<file path="config.mk">
export PLATFORM = sky130hd
export DESIGN_NAME = ief_flags
export DESIGN_NICKNAME = d
export VERILOG_FILES = /design/src/verilog/ief_pkg.sv /design/src/verilog/ief_flags.sv
export SDC_FILE = /design/constraint.sdc
export NUM_CORES = 1
export LEC_CHECK = 0
export BUFFER_PORTS_ARGS = -buffer_cell sky130_fd_sc_hd__buf_4
export CAP_MARGIN = 20
export CORE_MARGIN = 8
export CORE_UTILIZATION = 55
export DETAILED_ROUTE_END_ITERATION = 10
export GPL_TIMING_DRIVEN = 0
export PLACE_DENSITY = 0.81
export SYNTH_ARGS = -nofsm -noshare
export SYNTH_HDL_FRONTEND = slang
export SYNTH_SLANG_ARGS = --single-unit
</file>
<file path="constraint.sdc">
create_clock -name clk -period 3.5 [get_ports clk]
set_input_delay 0.525 -clock clk [delete_from_list [all_inputs] [get_ports clk]]
set_output_delay 0.525 -clock clk [all_outputs]
set_load 0.005 [all_outputs]
</file>
<file path="src/verilog/ief_pkg.sv">
// constants and carriers for the integrity error flag bank
// assumes one 50 MHz clock shared with the serial host controller
// Behaviour
// - read of an unmapped address sets the host-read-fault flag.
// - write to an unmapped address sets the host-write-fault flag.
// - failed frame checksum from the serial link sets link-checksum-fault.
// - while enabled, map checksum is recomputed at a regular interval.
// - map changed without a host write sets map_checksum_fault.
// - ROM checksum computed after power-up, result in flag bit 0.
// - ROM checksum mismatch sets the ROM checksum flag.
// - flags read 1 on fault, reset to zero, cleared by writing one.
// - a fault is recorded only while its enable bit is set.
// - enable register at address 0x07, one enable bit per flag.
package ief_pkg;
  localparam int          ADDR_W        = 7;
  localparam int          DATA_W        = 16;
  localparam int          NFLAG         = 5;
  localparam logic [6:0]  ERR_ADDR      = 7'h06;
  localparam logic [6:0]  EN_ADDR       = 7'h07;
  localparam logic [6:0]  LAST_ADDR     = 7'h3F;
  localparam logic [15:0] EN_RESET      = 16'h0040;
  localparam logic [15:0] ERR_RESET     = 16'h0000;
  // flag bit positions in the status register
  localparam int          ROM_BIT       = 0;
  localparam int          MAP_BIT       = 1;
  localparam int          LINK_BIT      = 2;
  localparam int          WFLT_BIT      = 3;
  localparam int          RFLT_BIT      = 4;
  // checksum polynomial x^8+x^2+x+1
  localparam logic [7:0]  CRC_POLY      = 8'h07;
  localparam logic [7:0]  CRC_INIT      = 8'h00;
  // map check interval
  localparam int          CLK_MHZ       = 50;
  localparam int          MAP_CHECK_US  = 100;
  localparam int          MAP_CHECK_CYC = MAP_CHECK_US * CLK_MHZ;

  typedef struct packed {
    logic              rd;
    logic              wr;
    logic [ADDR_W-1:0] addr;
    logic [DATA_W-1:0] wdata;
  } ief_req_s;

  typedef enum logic [1:0] {IEF_ROM_RUN, IEF_ROM_CMP, IEF_ROM_DONE} ief_rom_e;
endpackage

</file>
<file path="src/verilog/ief_flags.sv">
// integrity error flag bank: status flags, enable register, map and ROM checks
// assumes the host controller presents decoded one-cycle accesses on clk
module ief_flags #(
  parameter int MAP_WORDS     = 8,
  parameter int ROM_WORDS     = 16,
  parameter logic [7:0] ROM_EXPECT = 8'h00,
  parameter int MAP_CHECK_CYC = ief_pkg::MAP_CHECK_CYC
) (
  input  wire logic                          clk,
  input  wire logic                          nrst,
  input  wire logic                          ce,
  input  wire ief_pkg::ief_req_s             req,
  input  wire logic                          link_crc_fail,
  input  wire logic [MAP_WORDS*16-1:0]       map_image,
  input  wire logic [15:0]                   rom_data,
  output logic [$clog2(ROM_WORDS)-1:0]       rom_addr,
  output logic                               rom_check_done,
  output logic [ief_pkg::DATA_W-1:0]         rdata,
  output logic                               rvalid,
  output logic [ief_pkg::NFLAG-1:0]          flags
);
  import ief_pkg::*;

  // ----------------------------------------------------------------
  // helpers
  // ----------------------------------------------------------------
  function automatic logic [7:0] crc_word(input logic [7:0] c, input logic [15:0] w);
    logic [7:0] r;
    r = c;
    for (int i = 15; i >= 0; i--)
    begin
      r = (r[7] ^ w[i]) ? ((r << 1) ^ CRC_POLY) : (r << 1);
    end
    return r;
  endfunction

  function automatic logic addr_ok(input logic [ADDR_W-1:0] a);
    return a <= LAST_ADDR;
  endfunction

  localparam int RA_W = $clog2(ROM_WORDS);
  localparam int TM_W = $clog2(MAP_CHECK_CYC + 1);

  logic [NFLAG-1:0]   flags_ff;
  logic [DATA_W-1:0]  en_ff;
  logic [DATA_W-1:0]  rdata_ff;
  logic               rvalid_ff;
  logic [NFLAG-1:0]   evt;
  logic [NFLAG-1:0]   clr;
  logic [NFLAG-1:0]   nxt_flags;
  logic               wr_err;
  logic               wr_en;

  // ----------------------------------------------------------------
  // map checksum
  // ----------------------------------------------------------------
  logic [7:0]         map_crc;
  logic [7:0]         base_ff;
  logic               resync_ff;
  logic [TM_W-1:0]    tmr_ff;
  logic               tick;
  logic               map_mismatch;

  always_comb
  begin
    map_crc = CRC_INIT;
    for (int i = 0; i < MAP_WORDS; i++)
    begin
      map_crc = crc_word(map_crc, map_image[i*16 +: 16]);
    end
  end

  assign tick         = en_ff[MAP_BIT] && tmr_ff == TM_W'(MAP_CHECK_CYC - 1);
  // a host write changes the image a cycle later, so the next tick is skipped
  assign map_mismatch = tick && !resync_ff && map_crc != base_ff;

  always_ff @(posedge clk or negedge nrst)
  begin
    if (!nrst)
      tmr_ff <= '0;
    else if (ce)
      tmr_ff <= (!en_ff[MAP_BIT] || tick) ? '0 : tmr_ff + 1'b1;
  end

  always_ff @(posedge clk or negedge nrst)
  begin
    if (!nrst)
      resync_ff <= 1'b1;
    else if (ce)
    begin
      if (req.wr && addr_ok(req.addr))
        resync_ff <= 1'b1;
      else if (tick || !en_ff[MAP_BIT])
        resync_ff <= 1'b0;
    end
  end

  always_ff @(posedge clk or negedge nrst)
  begin
    if (!nrst)
      base_ff <= CRC_INIT;
    else if (ce && (tick || !en_ff[MAP_BIT]))
      base_ff <= map_crc;
  end

  // ----------------------------------------------------------------
  // power-up ROM checksum
  // ----------------------------------------------------------------
  ief_rom_e           rom_st_ff;
  logic [RA_W-1:0]    rom_addr_ff;
  logic [7:0]         rom_crc_ff;
  logic               rom_bad;

  always_ff @(posedge clk or negedge nrst)
  begin
    if (!nrst)
    begin
      rom_st_ff   <= IEF_ROM_RUN;
      rom_addr_ff <= '0;
      rom_crc_ff  <= CRC_INIT;
    end
    else if (ce)
    begin
      case (rom_st_ff)
        IEF_ROM_RUN:
        begin
          rom_crc_ff <= crc_word(rom_crc_ff, rom_data);
          if (rom_addr_ff == RA_W'(ROM_WORDS - 1))
            rom_st_ff <= IEF_ROM_CMP;
          else
            rom_addr_ff <= rom_addr_ff + 1'b1;
        end
        IEF_ROM_CMP:  rom_st_ff <= IEF_ROM_DONE;
        IEF_ROM_DONE: rom_st_ff <= IEF_ROM_DONE;
        default:      rom_st_ff <= IEF_ROM_DONE;
      endcase
    end
  end

  assign rom_bad = rom_st_ff == IEF_ROM_CMP && rom_crc_ff != ROM_EXPECT;

  // ----------------------------------------------------------------
  // flags and enables
  // ----------------------------------------------------------------
  assign wr_err = req.wr && req.addr == ERR_ADDR;
  assign wr_en  = req.wr && req.addr == EN_ADDR;

  always_comb
  begin
    evt           = '0;
    evt[RFLT_BIT] = req.rd && !addr_ok(req.addr);
    evt[WFLT_BIT] = req.wr && !addr_ok(req.addr);
    evt[LINK_BIT] = link_crc_fail;
    evt[MAP_BIT]  = map_mismatch;
    evt[ROM_BIT]  = rom_bad;
    clr           = wr_err ? req.wdata[NFLAG-1:0] : '0;
    // set beats a same-cycle clear; nothing else drops a flag
    nxt_flags     = (flags_ff & ~clr) | (evt & en_ff[NFLAG-1:0]);
  end

  always_ff @(posedge clk or negedge nrst)
  begin
    if (!nrst)
      flags_ff <= ERR_RESET[NFLAG-1:0];
    else if (ce)
      flags_ff <= nxt_flags;
  end

  always_ff @(posedge clk or negedge nrst)
  begin
    if (!nrst)
      en_ff <= EN_RESET;
    else if (ce && wr_en)
      en_ff <= req.wdata;
  end

  always_ff @(posedge clk or negedge nrst)
  begin
    if (!nrst)
    begin
      rdata_ff  <= '0;
      rvalid_ff <= 1'b0;
    end
    else if (ce)
    begin
      rvalid_ff <= req.rd;
      if (req.rd)
      begin
        if (req.addr == ERR_ADDR)
          rdata_ff <= {{(DATA_W-NFLAG){1'b0}}, flags_ff};
        else if (req.addr == EN_ADDR)
          rdata_ff <= en_ff;
        else
          rdata_ff <= '0;
      end
    end
  end

  assign flags          = flags_ff;
  assign rdata          = rdata_ff;
  assign rvalid         = rvalid_ff;
  assign rom_addr       = rom_addr_ff;
  assign rom_check_done = rom_st_ff == IEF_ROM_DONE;
endmodule

</file>
# [Yosys cells after proc, flatten, opt, wreduce, memory -nomap -nowiden]
# Cells that the tools add are included.
[totals] wordCells=487 reg_bits=74 out_inout_bits=27
[op_classes] mux=152 n_addsub=2 eq_ne=8 bitwise_logic=291 n_reduce_logical=23 order_cmp=1
[ops] operator="$mux W3" count=144
[ops] operator="$not A3 Y3" count=143
[ops] operator="$xor A1 B1 Y1" count=138
[ops] operator="$mux W16" count=2
[ops] operator="$eq A7 B3 Y1 const B" count=2
[ops] operator="$add A13 B1 Y13 const B" count=1
[ops] operator="$eq A13 B13 Y1 const B" count=1
[ops] operator="$mux W13" count=1
[ops] operator="$logic_and A1 B1 Y1" count=11
[ops] operator="$and A5 B5 Y5" count=2
[ops] operator="$ne A8 B8 Y1" count=1
[ops] operator="$reduce_and A2 Y1" count=4
[ops] operator="$reduce_bool A8 Y1" count=1
[ops] operator="$le A7 B6 Y1 const B" count=1
[ops] operator="$mux W5" count=1
[ops] operator="$not A5 Y5" count=1
[ops] operator="$or A5 B5 Y5" count=1
[ops] operator="$xor A1 B1 Y1 const A" count=5
[ops] operator="$add A4 B1 Y4 const B" count=1
[ops] operator="$eq A4 B4 Y1 const B" count=1
[ops] operator="$mux W2" count=2
[ops] operator="$logic_not A1 Y1" count=3
[ops] operator="$reduce_and A3 Y1" count=1
[ops] operator="$eq A2 B1 Y1 const B" count=1
[ops] operator="other kinds (7)" count=8

# [Depth between registers and ports, before layout]
[depth] ltp_word=259 depth_mapped=19 depth_no_buf=18

# [Worst setup path after synthesis]
# No wires, ideal clock.
[synth_path] kind="input port to flip-flop" start="in map_image[13]" end="reg flags_ff[1], in the netlist flags[1]" cell_stages=18 arrival_ns=6.472 n_path_buf=0 required_time_ns=3.358 setup_ns=0.142 setup_slack_ns=-3.115 path_cell_list="xnor3_1 -> xnor3_2 -> xor3_2 -> xor2_2 -> xnor3_1 -> xnor3_2 -> xor2_4 -> xnor3_2 -> xnor3_1 -> xnor3_1 -> xnor3_1 -> xnor2_2 -> xnor3_1 -> xnor2_2 -> xnor3_1 -> nor2_1 -> and4b_1 -> a41oi_2"
[synth_between] elab_chain_cells=100 elab_cells_between_ends=362 classes_between="eq/ne: 1; mux: 122; bitwise: 238; reduce/logical: 1"
[synth_rtl] item="start, declared" line_no="ief_flags.sv:14" text="input wire logic [MAP_WORDS*16-1:0] map_image,"
[synth_rtl] item="$xor A1 B1 Y1 (*)" line_no="ief_flags.sv:32" text="r = (r[7] ^ w[i]) ? ((r << 1) ^ CRC_POLY) : (r << 1);"
[synth_rtl] item="$mux W3 (*)" line_no="ief_flags.sv:32"
[synth_rtl] item="$not A3 Y3 (no line)"
[synth_rtl] item="$mux W3" line_no="ief_flags.sv:32"
[synth_rtl] item="$not A3 Y3 (no line)"
[synth_rtl] item="$mux W3" line_no="ief_flags.sv:32"
[synth_rtl] item="$xor A1 B1 Y1" line_no="ief_flags.sv:32"
[synth_rtl] item="$mux W3" line_no="ief_flags.sv:32"
[synth_rtl] item="[84 not listed]"
[synth_rtl] item="$not A3 Y3 (no line)"
[synth_rtl] item="$mux W3" line_no="ief_flags.sv:32"
[synth_rtl] item="$not A3 Y3 (no line)"
[synth_rtl] item="$mux W3" line_no="ief_flags.sv:32"
[synth_rtl] item="$ne A8 B8 Y1 (*)" line_no="ief_flags.sv:75" text="assign map_mismatch = tick && !resync_ff && map_crc != base_ff;"
[synth_rtl] item="$logic_and A1 B1 Y1 (*)" line_no="ief_flags.sv:75"
[synth_rtl] item="$and A5 B5 Y5 (*)" line_no="ief_flags.sv:158" text="nxt_flags = (flags_ff & ~clr) | (evt & en_ff[NFLAG-1:0]);"
[synth_rtl] item="$or A5 B5 Y5 (*)" line_no="ief_flags.sv:158"
[synth_rtl] item="end signal, assigned" line_no="ief_flags.sv:164" text="flags_ff <= ERR_RESET[NFLAG-1:0];"
[synth_rtl] item="end signal, assigned" line_no="ief_flags.sv:166" text="flags_ff <= nxt_flags;"
[synth_rtl] item="end, declared" line_no="ief_flags.sv:44" text="logic [NFLAG-1:0] flags_ff;"
# Every way passes the cells marked *; elsewhere a longest branch is shown, timed or not.
# A chain may end at the register's enable or synchronous reset.

# [Worst setup path in the final report]
[layout_path] start="in map_image[15]" end="reg flags_ff[1], in the netlist flags[1]"
[layout_between] elab_chain_cells=99 elab_cells_between_ends=367 classes_between="eq/ne: 1; mux: 124; bitwise: 241; reduce/logical: 1"
[layout_rtl] item="$mux W3 (*)" line_no="ief_flags.sv:32"
[layout_rtl] item="$not A3 Y3 (no line) or $xor A1 B1 Y1 (tied branches)"
[layout_rtl] item="$mux W3" line_no="ief_flags.sv:32"
[layout_rtl] item="$not A3 Y3 (no line) or $xor A1 B1 Y1 (tied branches)"
[layout_rtl] item="$mux W3" line_no="ief_flags.sv:32"
[layout_rtl] item="$xor A1 B1 Y1 or $not A3 Y3 (tied branches)"
[layout_rtl] item="$mux W3" line_no="ief_flags.sv:32"
[layout_rtl] item="$not A3 Y3 (no line) or $xor A1 B1 Y1 (tied branches)"
[layout_rtl] item="[83 not listed]"
[layout_rtl] item="$not A3 Y3 (no line) or $xor A1 B1 Y1 (tied branches)"
[layout_rtl] item="$mux W3" line_no="ief_flags.sv:32"
[layout_rtl] item="$xor A1 B1 Y1 or $not A3 Y3 (tied branches)"
[layout_rtl] item="$mux W3" line_no="ief_flags.sv:32"
[layout_rtl] item="$ne A8 B8 Y1 (*)" line_no="ief_flags.sv:75"
[layout_rtl] item="$logic_and A1 B1 Y1 (*)" line_no="ief_flags.sv:75"
[layout_rtl] item="$and A5 B5 Y5 (*)" line_no="ief_flags.sv:158"
[layout_rtl] item="$or A5 B5 Y5 (*)" line_no="ief_flags.sv:158"
# Marks and branches as above.

==> summary.md <==
| Metric | Value |
|---|---|
| Status | `complete, but fails checks` |
| Failing checks | `negative setup slack` |
| Core Area | `0.0164 mm²` |
| Yosys warning count | `0` |
| Max Slew Vio Count | `0` |
| Hold Fails Final Rpt | `0` |
| GRT Util Overall | `0.248` |
| Global-route wire length before repair | `39.7 mm` |
| Clk_lat worst skew | `0.34 ns` |
| Final antenna-violating net count | `0` |
| CP endpoint kind | `register` |
| Number of synthesized flops with an enable pin | `0` |
| Top Ports | `200` |
| Mean Syn Cell Area | `12.1 µm²` |
| Die area | `0.0209 mm²` |
| Pin count of the biggest net entering global routing | `75` |
| Final HPWL DP | `17.0 mm` |
| CTS tree | `yes` |
| Top-count cell post-synth | `xnor2_1` |
| CP most frequent cell | `xnor2_2` |
| Worst reg-to-reg setup slack | `1.10 ns` |
| CP peak stage delay | `0.58 ns` |
| Congestion Overflow GR | `0` |
| Antenna violations before repair | `0` |
| RSZ-0062 raised after global routing | `yes` |
| # nets final | `1241` |
| Startpoint Class | `primary input` |
| Final period util | `1.84` |
| Vias in the first global route | `7392` |
| Worst path depth | `20` |
| Path depth of the worst reg2reg path | `9` |
| Initial cell density of the core | `0.555` |
| CP cell instances | `buf_4 -> xnor2_2 -> xnor3_2 -> buf_4 -> xnor3_1 -> xnor2_4 -> xnor3_1 -> xor3_2 -> xnor2_1 -> xnor2_1 -> xnor2_2 -> xnor3_2 -> xnor2_4 -> xnor2_2 -> xnor3_2 -> xnor2_2 -> xnor3_1 -> nor2_1 -> and4b_1 -> a41oi_2` |
| Final setup vio count | `9` |
| Slowest CP cell | `xor3_2` |
| Routed len/inst | `22.0 µm` |
| Max Fclk | `155 MHz` |
| Worst Max-Slew Pin Slew | `0.909 ns` |
| Post-synth top area cell | `xnor3_1` |
| RD Place Congestion | `0.826` |
| Share of cells above drive strength 1 | `0.468` |
| Reg clk slew, reported paths | `0.06 ns` |
| Filler instances | `920` |
| Htree depth | `3` |
| Synth top area share | `0.225` |
| Cell Rows | `47` |
| Yosys reg bits | `74` |
| Worst R2R End | `flags[1]$_DFFE_PN0P_` |
| Synth area leaders | `xnor3_1 22%, xnor2_1 22%, dfrtp_1 20%, xor2_1 8.0%, xor3_1 4.4%` |
| Async SR Flop Fraction | `1.00` |
| Final WL | `28.4 mm` |
| DR pass1 iterations | `5` |
| CTS buffer count | `9` |
| Crit path DAT | `6.66 ns` |
| Worst slew margin | `0.394` |
| 1st-iter DRT viols | `386` |
| Origin of the worst setup path | `map_image[15]` |
| CTS root buf | `clkbuf_16` |
| Worst min-delay path category | `in2async` |
| Netlist cell types | `51` |
| Chip width | `145 µm` |
| Via/cell ratio | `5.42` |
| CP Class | `in2reg` |
| Vias | `6993` |
| Sink Count | `74` |
| Cells after synthesis | `754` |
| Crit path max fanout | `4` |
| Setup tns final | `-23.48 ns` |
| Main synth FF type | `dfrtp_1` |
| Max-cap viol count | `0` |
| Top post-synthesis cells by count | `225 x xnor2_1, 91 x xnor3_1, 83 x xor2_1` |
| Register area | `0.00185 mm²` |
| CP Data Required Time | `3.70 ns` |
| Port bufs | `198` |
| Multi-input gate area | `0.00818 mm²` |
| Drt drc | `0` |
| Register area share after synthesis | `0.203` |
| N_diodes | `0` |
| Clk_skew | `0.00851 ns` |
| CTS Hold Bufs | `0` |
| Final WS setup | `-2.95 ns` |
| RR Startpoint | `base_ff[1]$_DFFE_PN0P_` |
| Post-synthesis cell area | `0.00911 mm²` |
| Die height | `145 µm` |
| Clock Tree Buf Depth | `2` |
| Crit path buf inv count | `2` |
| Syn_nets | `929` |
| Area grow syn2layout | `44.6%` |
| Min Tclk post-route | `6.45 ns` |
| Critical path's top delay family | `XOR/XNOR gates` |
==> state kept, by name, summed over array words and instances (netlist names) <==
name / flops
base_ff: 8
en_ff: 16
flags: 5
rdata: 16
resync_ff: 1
rom_addr: 4
rom_crc_ff: 8
rom_st_ff: 2
rvalid: 1
tmr_ff: 13
==> routing by layer <==
| metal | wire length (µm) | GRT usage | vias to the layer above |
|---|---|---|---|
| met5 | 0 | 0 | - |
| met4 | 737 | 0.0745 | 0 |
| met3 | 1960 | 0.0548 | 57 |
| met2 | 14700 | 0.428 | 332 |
| met1 | 11100 | 0.304 | 3443 |
| li1 | - | - | 3161 |
==> layout make-up <==
| class | instances | area share |
|---|---|---|
| Sequential cell | 74 | 0.141 |
| Inverter | 8 | 0.00228 |
| Clock inverter | 6 | 0.00674 |
| Buffer | 17 | 0.00684 |
| Tap cell | 220 | 0.0209 |
| Timing Repair Buffer | 301 | 0.184 |
| Clock buffer | 10 | 0.0181 |
| Multi-Input combinational cell | 655 | 0.621 |
==> stage by stage <==
stage / hold slack (ns) / cell area [µm²] / util / setup WS, ns / cells
3_5_place_dp: 0.478 / 11100 / 0.675 / -3.38 / 1172
4_1_cts: 0.363 / 12700 / 0.775 / -2.72 / 1269
3_3_place_gp: 0.468 / 11100 / 0.675 / -3.32 / 1172
6_report: 0.325 / 13200 / 0.803 / -2.95 / 1291
2_1_floorplan: 0.229 / 9320 / - / -2.63 / 754
5_1_grt: 0.392 / 13200 / 0.803 / -3.11 / 1291
==> how the worst max path moves through the flow <==
stage                                      end  slack, ns
final                     flags[1]$_DFFE_PN0P_      -2.95
after global routing      flags[1]$_DFFE_PN0P_      -3.11
after CTS                 flags[1]$_DFFE_PN0P_      -2.72
after detailed placement  flags[1]$_DFFE_PN0P_      -3.38
after global placement    flags[1]$_DFFE_PN0P_      -3.32
after floorplan           flags[1]$_DFFE_PN0P_      -2.63
==> what timing repair did <==
action / in CTS / in global routing
pin swaps: 77 / 16
buffers inserted: 81 / 23
gates resized for setup: 109 / 51
endpoints found under the setup margin: 9 / 9
==> worst register-to-register path, delay by kind of cell, from the launching register on <==
kind	cells	cell delay (ns)
xor gates and xnor gates	2	0.40
DFF	1	0.32
AOI/OAI and AO/OA	4	0.62
buffers and inverters	1	0.40
and+or+nand+nor	2	0.58
==> logic make-up (layout without fill, tap and decap cells) <==
kind of cell               Yosys count  after routing  share of synthesized area
and+or+nand+nor                    116            116                     0.0595
DFF                                 74             74                      0.203
muxes                               25             25                     0.0298
buffers and inverters               25            342                     0.0118
AOI/OAI and AO/OA                   60             60                     0.0449
xor gates and xnor gates           452            452                      0.648
adders and majority gates            2              2                    0.00275
==> layout by cell type (no fill, tap or decap), types with 3 or more instances in the layout <==
cell type and instances:
buf_4 277, xnor2_1 171, dfrtp_1 72, xor2_1 63, xnor3_1 57, nand2_1 46, xnor3_2 44, xnor2_2 41
xnor2_4 29, nor2_1 21, buf_6 18, mux2_2 17, xor2_2 16, nand3_1 15, xor3_2 13, o21ai_0 13
clkbuf_1 12, a22o_1 11, xor2_4 10, a21oi_1 9, clkbuf_16 9, inv_1 8, xor3_1 8, mux2i_1 8
nor3_1 7, buf_12 6, o21ai_1 5, o31ai_1 5, buf_8 4, nor4_1 3, and3_1 3, a32o_1 3
nor3b_1 3, a21o_1 3
Power is left out: the tool's default activity adds up to more than one toggle a clock period on the data nets, which glitch-free logic cannot reach.
